<file path="src/hdl/fse_defines.vh">
`ifndef FSE_DEFINES_VH
`define FSE_DEFINES_VH

// command codes
`define FSE_CMD_ERASE_SECTOR 8'h0A
`define FSE_CMD_UNSECURE 8'h0B

// parameter indices
`define FSE_IDX_0 3'h0
`define FSE_IDX_1 3'h1

// field positions inside parameter word 0
`define FSE_W0_CMD_HI 15
`define FSE_W0_CMD_LO 8
`define FSE_W0_BLK_HI 1
`define FSE_W0_BLK_LO 0

// phrase alignment bits of the low address word
`define FSE_ALIGN_HI 2
`define FSE_ALIGN_LO 0

// reset values
`define FSE_CMD_COMPLETE_FLAG_RST 1'b1
`define FSE_SECURE_RST 1'b1

// timing: erase and verify durations in microseconds, clock 40 MHz
`define FSE_CLK_MHZ 40
`define FSE_ERASE_US 20
`define FSE_VERIFY_US 5
`define FSE_ERASE_CYC (`FSE_ERASE_US * `FSE_CLK_MHZ)
`define FSE_VERIFY_CYC (`FSE_VERIFY_US * `FSE_CLK_MHZ)

`endif

</file>
<file path="src/hdl/fse_timer.v">
`timescale 1ns/1ps
`include "fse_defines.vh"

// one-shot down counter; done_out pulses one cycle when the count runs out
module fse_timer #(
    parameter WIDTH = 16
) (
    // clock and reset
    input wire ref_clk_in,
    input wire resetn_in,
    // control
    input wire start_in,
    input wire [WIDTH-1:0] load_in,
    // status
    output reg busy_out,
    output reg done_out
);
    reg [WIDTH-1:0] count_q;

    always @(posedge ref_clk_in or negedge resetn_in) begin
        if (!resetn_in) begin
            count_q <= {WIDTH{1'b0}};
            busy_out <= 1'b0;
            done_out <= 1'b0;
        end else begin
            done_out <= 1'b0;
            if (start_in) begin
                count_q <= load_in;
                busy_out <= 1'b1;
            end else if (busy_out) begin
                if (count_q <= {{(WIDTH-1){1'b0}}, 1'b1}) begin
                    busy_out <= 1'b0;
                    done_out <= 1'b1;
                end else begin
                    count_q <= count_q - {{(WIDTH-1){1'b0}}, 1'b1};
                end
            end
        end
    end
endmodule

</file>
<file path="src/hdl/fse_sequencer.v">
`timescale 1ns/1ps
`include "fse_defines.vh"

module fse_sequencer #(
    parameter NUM_BLOCKS = 1,
    parameter ERASE_CYCLES = `FSE_ERASE_CYC,
    parameter VERIFY_CYCLES = `FSE_VERIFY_CYC,
    parameter SECTOR_BITS = 9
) (
    // clock and reset
    input wire ref_clk_in,
    input wire resetn_in,
    // command parameter loading
    input wire param_wr_in,
    input wire [2:0] cmd_param_index_in,
    input wire [15:0] cmd_param_word_in,
    // launch: a write of one to the flag clears it
    input wire cmd_complete_flag_clear_in,
    // status flag clear, write one to clear
    input wire access_error_clr_in,
    input wire protection_violation_clr_in,
    // mode and protection
    input wire cmd_allowed_in,
    input wire sector_protected_in,
    // flash array handshake
    input wire verify_fail_in,
    input wire verify_uncorrectable_in,
    // status
    output reg cmd_complete_flag_out,
    output reg access_error_flag_out,
    output reg protection_violation_flag_out,
    output reg verify_error_flag_out,
    output reg verify_uncorrectable_flag_out,
    output reg secure_out,
    // array control
    output reg sector_erase_out,
    output reg mass_erase_out,
    output reg verify_out,
    output reg [17:0] erase_addr_out
);
    localparam S_IDLE = 5'b00001;
    localparam S_CHECK = 5'b00010;
    localparam S_ERASE = 5'b00100;
    localparam S_VERIFY = 5'b01000;
    localparam S_DONE = 5'b10000;
    localparam TW = 16;

    reg [4:0] state_q;
    reg [15:0] word_q [0:1];
    reg [2:0] index_q;
    reg is_unsecure_q;
    reg tmr_start_q;
    reg [TW-1:0] tmr_load_q;
    wire tmr_busy;
    wire tmr_done;

    wire [7:0] cmd_code = word_q[0][`FSE_W0_CMD_HI:`FSE_W0_CMD_LO];
    wire [1:0] blk_sel = word_q[0][`FSE_W0_BLK_HI:`FSE_W0_BLK_LO];

    // block bits select a program flash block only below NUM_BLOCKS
    function blk_valid;
        input [1:0] sel;
        begin
            blk_valid = ({30'h0000_0000, sel} < NUM_BLOCKS);
        end
    endfunction

    // parameter words stored by index; index register tracks last write
    // software must not write during a command, so writes are ignored then
    always @(posedge ref_clk_in or negedge resetn_in) begin
        if (!resetn_in) begin
            word_q[0] <= 16'h0000;
            word_q[1] <= 16'h0000;
            index_q <= 3'h0;
        end else if (param_wr_in && cmd_complete_flag_out) begin
            index_q <= cmd_param_index_in;
            if (cmd_param_index_in == `FSE_IDX_0)
                word_q[0] <= cmd_param_word_in;
            else if (cmd_param_index_in == `FSE_IDX_1)
                word_q[1] <= cmd_param_word_in;
        end
    end

    fse_timer #(
        .WIDTH(TW)
    ) u_timer (
        .ref_clk_in(ref_clk_in),
        .resetn_in(resetn_in),
        .start_in(tmr_start_q),
        .load_in(tmr_load_q),
        .busy_out(tmr_busy),
        .done_out(tmr_done)
    );

    always @(posedge ref_clk_in or negedge resetn_in) begin
        if (!resetn_in) begin
            state_q <= S_IDLE;
            is_unsecure_q <= 1'b0;
            tmr_start_q <= 1'b0;
            tmr_load_q <= {TW{1'b0}};
            cmd_complete_flag_out <= `FSE_CMD_COMPLETE_FLAG_RST;
            access_error_flag_out <= 1'b0;
            protection_violation_flag_out <= 1'b0;
            verify_error_flag_out <= 1'b0;
            verify_uncorrectable_flag_out <= 1'b0;
            secure_out <= `FSE_SECURE_RST;
            sector_erase_out <= 1'b0;
            mass_erase_out <= 1'b0;
            verify_out <= 1'b0;
            erase_addr_out <= 18'h0_0000;
        end else begin
            tmr_start_q <= 1'b0;
            // error flags: clear only when idle, so a new error always wins
            if (access_error_clr_in && state_q == S_IDLE)
                access_error_flag_out <= 1'b0;
            if (protection_violation_clr_in && state_q == S_IDLE)
                protection_violation_flag_out <= 1'b0;
            case (state_q)
                S_IDLE: begin
                    // launch blocked while old access or protection error flags stand
                    if (cmd_complete_flag_clear_in && cmd_complete_flag_out &&
                        !access_error_flag_out && !protection_violation_flag_out) begin
                        cmd_complete_flag_out <= 1'b0;
                        verify_error_flag_out <= 1'b0;
                        verify_uncorrectable_flag_out <= 1'b0;
                        state_q <= S_CHECK;
                    end
                end
                S_CHECK: begin
                    if (cmd_code == `FSE_CMD_ERASE_SECTOR) begin
                        erase_addr_out <= {blk_sel, word_q[1]};
                        if (index_q != `FSE_IDX_1 || !cmd_allowed_in ||
                            !blk_valid(blk_sel) ||
                            word_q[1][`FSE_ALIGN_HI:`FSE_ALIGN_LO] != 3'h0) begin
                            access_error_flag_out <= 1'b1;
                            state_q <= S_DONE;
                        end else if (sector_protected_in) begin
                            protection_violation_flag_out <= 1'b1;
                            state_q <= S_DONE;
                        end else begin
                            is_unsecure_q <= 1'b0;
                            sector_erase_out <= 1'b1;
                            tmr_load_q <= ERASE_CYCLES[TW-1:0];
                            tmr_start_q <= 1'b1;
                            state_q <= S_ERASE;
                        end
                    end else if (cmd_code == `FSE_CMD_UNSECURE && cmd_allowed_in) begin
                        is_unsecure_q <= 1'b1;
                        mass_erase_out <= 1'b1;
                        tmr_load_q <= ERASE_CYCLES[TW-1:0];
                        tmr_start_q <= 1'b1;
                        state_q <= S_ERASE;
                    end else begin
                        // unknown code or unsecure refused in this mode
                        access_error_flag_out <= 1'b1;
                        state_q <= S_DONE;
                    end
                end
                S_ERASE: begin
                    if (tmr_done) begin
                        sector_erase_out <= 1'b0;
                        mass_erase_out <= 1'b0;
                        verify_out <= 1'b1;
                        tmr_load_q <= VERIFY_CYCLES[TW-1:0];
                        tmr_start_q <= 1'b1;
                        state_q <= S_VERIFY;
                    end
                end
                S_VERIFY: begin
                    // fail inputs sampled through the whole verify window; uncorrectable only when not an unsecure erase
                    if (verify_out && verify_fail_in)
                        verify_error_flag_out <= 1'b1;
                    if (verify_out && verify_uncorrectable_in && !is_unsecure_q)
                        verify_uncorrectable_flag_out <= 1'b1;
                    if (tmr_done) begin
                        verify_out <= 1'b0;
                        if (is_unsecure_q && !verify_error_flag_out && !verify_fail_in)
                            secure_out <= 1'b0;
                        state_q <= S_DONE;
                    end
                end
                S_DONE: begin
                    cmd_complete_flag_out <= 1'b1;
                    state_q <= S_IDLE;
                end
                default: begin
                    state_q <= S_IDLE;
                end
            endcase
        end
    end

    // timer busy is a redundant view of the erase and verify states
    wire unused_busy = tmr_busy;
endmodule

</file>
<file path="config.mk">
export PLATFORM = sky130hd
export DESIGN_NAME = fse_sequencer
export DESIGN_NICKNAME = d
export VERILOG_FILES = /design/src/hdl/fse_timer.v /design/src/hdl/fse_sequencer.v
export VERILOG_INCLUDE_DIRS = /design/src /design/src/hdl
export SDC_FILE = /design/constraint.sdc
export NUM_CORES = 1
export LEC_CHECK = 0
export ABC_AREA = 1
export BUFFER_PORTS_ARGS = -buffer_cell sky130_fd_sc_hd__clkbuf_2
export CORE_ASPECT_RATIO = 1.4
export CORE_UTILIZATION = 53
export CTS_BUF_LIST = sky130_fd_sc_hd__clkbuf_2
export CTS_CLUSTER_DIAMETER = 30
export DETAILED_ROUTE_END_ITERATION = 8
export HOLD_SLACK_MARGIN = 0.1
export PLACE_DENSITY = 0.78
export SYNTH_ARGS = -nofsm -noshare
export SYNTH_HDL_FRONTEND = slang
export SYNTH_SLANG_ARGS = --single-unit
</file>
<file path="constraint.sdc">
create_clock -name ref_clk_in -period 1.6 [get_ports ref_clk_in]
set_clock_uncertainty 0.2 [all_clocks]
set_input_delay 0.08 -clock ref_clk_in [delete_from_list [all_inputs] [get_ports ref_clk_in]]
set_output_delay 0.08 -clock ref_clk_in [all_outputs]
set_load 0.1 [all_outputs]
</file>
# Word-level counts from Yosys, hierarchy flattened
# Cells that the tools add are included.
dict set report totals {
  ff_bits 103
  out_inout_bits 27
}
dict set report op_classes {
  n_addsub 1
  n_lt_le_gt_ge 2
  eq_ne 25
  n_mux 58
  bitwise_logic 1
  n_reduce_logical 44
}
# op n
set op_table {}
lappend op_table {{16-bit 2-to-1 mux} 8}
lappend op_table {{5-bit 2-to-1 mux} 7}
lappend op_table {{1-bit 2-to-1 mux} 34}
lappend op_table {{16-bit one-hot mux with 2 select lines} 1}
lappend op_table {{2-bit != test (second input constant)} 10}
lappend op_table {{5-bit one-hot mux with 4 select lines} 1}
lappend op_table {{3-bit AND reduction} 6}
lappend op_table {{8-bit by 4-bit == test with 1-bit output (second input constant)} 2}
lappend op_table {{16-bit by 1-bit less-or-equal comparator with 1-bit output (second input constant)} 1}
lappend op_table {{16-bit by 1-bit subtractor with 16-bit output (second input constant)} 1}
lappend op_table {{1-bit one-hot mux with 2 select lines} 7}
lappend op_table {{1-bit logical AND} 12}
lappend op_table {{2-bit nonzero test} 6}
lappend op_table {{5-bit AND reduction} 2}
lappend op_table {{3-bit != test (second input constant)} 3}
lappend op_table {{2-bit AND reduction} 4}
lappend op_table {{4-bit AND reduction} 2}
lappend op_table {{1-bit logical NOT} 7}
lappend op_table {{2-bit by 1-bit != test with 1-bit output (second input constant)} 3}
lappend op_table {{5-bit by 1-bit == test with 1-bit output (second input constant)} 1}
lappend op_table {{5-bit by 2-bit == test with 1-bit output (second input constant)} 1}
lappend op_table {{5-bit by 3-bit == test with 1-bit output (second input constant)} 1}
lappend op_table {{5-bit by 4-bit == test with 1-bit output (second input constant)} 1}
lappend op_table {{5-bit == test (second input constant)} 1}
lappend op_table {{other kinds (7)} 9}

# Depth between registers and ports, before layout
dict set report depth {
  ltp_word 7
  mapped_depth 10
}

# Cells and area by module
# From an unflattened synthesis, not the netlist that was laid out.
dict set report hier_totals {
  hier_cells 512
  hier_area_um2 4129.0
}
# mod instances cells_each area_each_um2 seq_area_each_um2
set modules_own_cells {}
lappend modules_own_cells {fse_sequencer 1 310 2836.5 1630.3}
lappend modules_own_cells {fse_timer 1 202 1292.5 450.4}

# Worst setup path after synthesis
# OpenSTA, ideal clock, no wires.
dict set report synth_timing {
  path_type {register to register}
  start {register cmd_complete_flag_out}
  end {register word_q, in the netlist blk_sel[0]}
  setup_ns 0.130
  t_arrival_ns 1.592
  t_required_ns 1.270
  path_slack_ns -0.322
  stages_incl_launch_ff 7
  n_path_buf 1
  period_less_slack_ns 1.922
  path_cell_list {dfstp_2 > nand2_1 > nor2_1 > nand2_1 > clkbuf_1 > nand2_1 > o21ai_0}
}
dict set report synth_via {
  elab_chain_cells 2
}
# item line
set synth_rtl {}
lappend synth_rtl {{start, declared} fse_sequencer.v:29} ;# output reg cmd_complete_flag_out,
lappend synth_rtl {{start signal, assigned} fse_sequencer.v:101} ;# cmd_complete_flag_out <= `FSE_CMD_COMPLETE_FLAG_RST;
lappend synth_rtl {{1-bit logical AND} fse_sequencer.v:75} ;# end else if (param_wr_in && cmd_complete_flag_out) begin
lappend synth_rtl {{2-bit AND reduction (no line)} -}
lappend synth_rtl {{end, declared} fse_sequencer.v:49} ;# reg [15:0] word_q [0:1];
# Every way passes these cells.
# A chain may end at the register's enable or synchronous reset.

# Final worst setup path
dict set report layout_timing {
  start {register word_q, in the netlist cmd_code[0]}
  end {register tmr_load_q[8]}
}
dict set report layout_via {
  elab_chain_cells 4
  elab_cells_between_ends 9
  classes_between {5 x eq/ne; 2 x mux; 2 x reduce/logical}
}
# item line
set layout_rtl {}
lappend layout_rtl {{8-bit by 4-bit == test with 1-bit output (no line)} -}
lappend layout_rtl {{1-bit logical AND} fse_sequencer.v:147} ;# end else if (cmd_code == `FSE_CMD_UNSECURE && cmd_allowed_in) begin
lappend layout_rtl {{3-bit != test (no line)} -}
lappend layout_rtl {{5-bit AND reduction (no line)} -}
lappend layout_rtl {{end signal, assigned} fse_sequencer.v:143} ;# tmr_load_q <= ERASE_CYCLES[TW-1:0];
lappend layout_rtl {{end signal, assigned} fse_sequencer.v:150} ;# tmr_load_q <= ERASE_CYCLES[TW-1:0];
lappend layout_rtl {{end signal, assigned} fse_sequencer.v:164} ;# tmr_load_q <= VERIFY_CYCLES[TW-1:0];
lappend layout_rtl {{end, declared} fse_sequencer.v:53} ;# reg [TW-1:0] tmr_load_q;
# Several ways; a longest one is shown, not always the timed one.

==> qor.csv <==
metric,value,unit
count of non-filler cells in the finished layout,706,
largest stage delay on the critical path,450,ps
total track usage,31.1,%
vias per inst,5.84,
Setup CP Type,flop to flop,
hold_sp,cmd_param_index_in[1],
Area contributors post-synth,"dfrtp_1, nand2_1, nor2_1",
core area,0.00703,mm2
DR WL/cell,20.3,um
CTS tree,built,
Ports,56,
"slowest stage cell, crit path",dfrtp_1,
DP HPWL,6200,um
RSZ-0062 raised after global routing,yes,
Hold Crit Class,input port to flop,
f_max,538,MHz
Leakage,0.00307,uW
Post-Syn Area,0.00390,mm2
CTS root buffer,clkbuf_2,
CTS Sinks,83,
IO buf count,55,
CP arrival,2200,ps
Initial DRC Count,486,
Final Cycle Share,116,%
first-pass GRT wire length,17600,um
setup slack after layout,-260,ps
most frequent cells in the layout,"nand2_1, dfrtp_1, buf_4",
die width,74.5,um
Design Power,10300,uW
pre-CTS WS,-83.5,ps
Die ar.,0.00770,mm2
Synth Net Count,466,
post-synth top area cell,dfrtp_1,
Placed Instance Area,0.00465,mm2
Worst-Skew Late Latency,590,ps
Max-Cap Viols,0,
Worst Path Max Fanout,4,
pin count of the biggest net entering global routing,39,
CP Cell Sequence,nor2_1 > nand2_2 > nor2_4 > buf_6 > nand3_4 > nand2_2 > inv_2 > nand2_4 > nand2_1 > nand2_1,
Fill cells,308,
Multi-input gate area,0.00209,mm2
failing checks,negative setup slack,
Vias,4121,
Row Count,36,
R2R depth,10,
Post-Syn Instances,435,
post-route cell area,0.00607,mm2
Setup crit end kind,flop,
sequential share of the synthesized area,53.4,%
final hold vios,0,
post-synth cell types,32,
data required time at the worst endpoint,1940,ps
CTS buffer count,9,
fin crit period,1860,ps
# nets final,636,
R2R Path End,tmr_load_q[8],
"most common cell after layout, fill and taps aside",nand2_1,
initial antenna violation count,1,
Hold EP,index_q[1],
Detailed Route WL,14400,um
#FFs+latches synth,83,
Die Height,103,um
synth warn,0,
clock tree buffer depth,2,
M2 GR Usage,55.3,%
Detail Route Antenna Nets,0,
Slew Limit Fails,0,
final setup violation count,79,
via count of the first global-routing pass,3843,
grt met3 use,6.49,%
reg2reg start,cmd_code[0],
GR met1 Demand/Resource,35.4,%
total gr overflow,0,
Inst Count DP,621,
CP Launch Type,flop,
Worst slew margin,64.9,%
Post-Syn Area per Cell,8.96,um2
outcome,"complete, but fails checks",
Area Growth Syn to Fin,55.8,%
gpl congestion,0.906,
TritonRoute pass-1 iters,5,
Starting Density,55.4,%
area share of the largest cell type after synthesis,51.4,%
layout cell share with drive strength beyond 1,46.9,%
worst reg2reg setup slack,-260,ps
clock transition at the registers of the reported paths,240,ps
VDD IR max,0.00117,V
hold depth,3,
sequential cell area,0.00209,mm2
Fin Hold WS,98.8,ps
DR DRC count,0,
Cell Pwr Density,1690,mW/mm2
CTS H-tree depth,3,
Tightest Pin Transition,525,ps
grt peak-use layer,met2,
==> repair_timing <==
action                                  in CTS  in global routing
cloned                                       4                  3
gates resized for setup                     98                123
hold endpoints to repair                   128                  0
pin swaps                                   13                 17
hold buffers                                36                  0
setup buffers                               14                 12
endpoints found under the setup margin      79                101
==> cells by family (layout without fill, tap and decap cells) <==
| kind of cell | count (synthesis) | after routing | synth area share [%] |
|---|---|---|---|
| other cells | 0 | 1 | 0 |
| xor+xnor | 3 | 3 | 0.674 |
| flops | 83 | 83 | 53.4 |
| compound gates | 57 | 57 | 7.84 |
| buf+inv | 58 | 231 | 6.26 |
| mux | 22 | 22 | 7.71 |
| simple gates | 210 | 212 | 23.5 |
| fa+ha+maj | 2 | 2 | 0.642 |
==> synthesized netlist by cell type (all sizes together) <==
| library cell | number |
|---|---|
| xnor2 | 1 |
| dfrtp | 80 |
| o21ai | 41 |
| ha | 2 |
| clkbuf | 5 |
| nor3 | 1 |
| nand2 | 106 |
| xor2 | 2 |
| o211ai | 1 |
| nand3 | 37 |
| nand4 | 2 |
| inv | 49 |
| mux2 | 22 |
| a31oi | 1 |
| dfstp | 3 |
| o31ai | 2 |
| a21oi | 12 |
| nor2 | 62 |
| or2 | 1 |
| nand3b | 1 |
| buf | 4 |
==> metal layers <==
layer	vias to the layer above	share of wire, %
li1	1752	-
met1	2021	36
met2	266	52
met3	82	6.3
met4	0	5.8
met5	-	0
==> registers in the layout, summed over array words and instances (netlist names) <==
name and flops:
index_q 3, secure_out 1, u_timer.done_out 1, verify_out 1
u_timer.busy_out 1, mass_erase_out 1, state_q 5, blk_sel 2
cmd_code 8, verify_uncorrectable_flag_out 1, verify_error_flag_out 1, erase_addr_out 18
tmr_load_q 2, is_unsecure_q 1, sector_erase_out 1, word_q 16
tmr_start_q 1, u_timer.count_q 16, protection_violation_flag_out 1, cmd_complete_flag_out 1
access_error_flag_out 1
==> cell type report <==
| type | instances | area share [%] |
|---|---|---|
| antenna | 1 | 0.0412 |
| clock buffer | 10 | 0.824 |
| tap | 95 | 1.96 |
| timing repair buffer | 165 | 23.7 |
| multi-input combinational | 296 | 34.4 |
| timing repair inverter | 1 | 0.185 |
| sequential | 83 | 34.4 |
| clock inverter | 6 | 1.32 |
| inverter | 49 | 3.19 |
==> metrics by stage <==
step	utilization, %	setup TNS [ps]
after floorplan	-	-1060
after global placement	66.2	-413
after detailed placement	66.2	-1230
after CTS	79.3	-3650
after global routing	86.4	-14320
final	86.4	-10270
==> worst max-delay path by stage <==
stage | startpoint | end | slack (ps)
final | cmd_code[0] | tmr_load_q[8] | -260
after detailed placement | state_q[0] | erase_addr_out[15] | -80
after global routing | cmd_code[1] | tmr_load_q[8] | -330
after floorplan | cmd_complete_flag_out | cmd_code[0] | -50
after CTS | cmd_complete_flag_out | cmd_complete_flag_out | -170
after global placement | state_q[0] | erase_addr_out[15] | -60
==> critical path, delay by kind of cell, from the launching register on <==
kind | cells | cell delay (ps)
simple gates | 8 | 930
flops | 1 | 450
buf+inv | 2 | 240
==> report_power, final <==
| part | switching (uW) | total [uW] | internal, uW |
|---|---|---|---|
| Combinational | 3330 | 5530 | 2200 |
| Sequential | 620 | 3450 | 2830 |
| Clock | 782 | 1290 | 510 |
| Total | 4730 | 10300 | 5540 |
No activity file was read; power rests on OpenSTA's default activity.
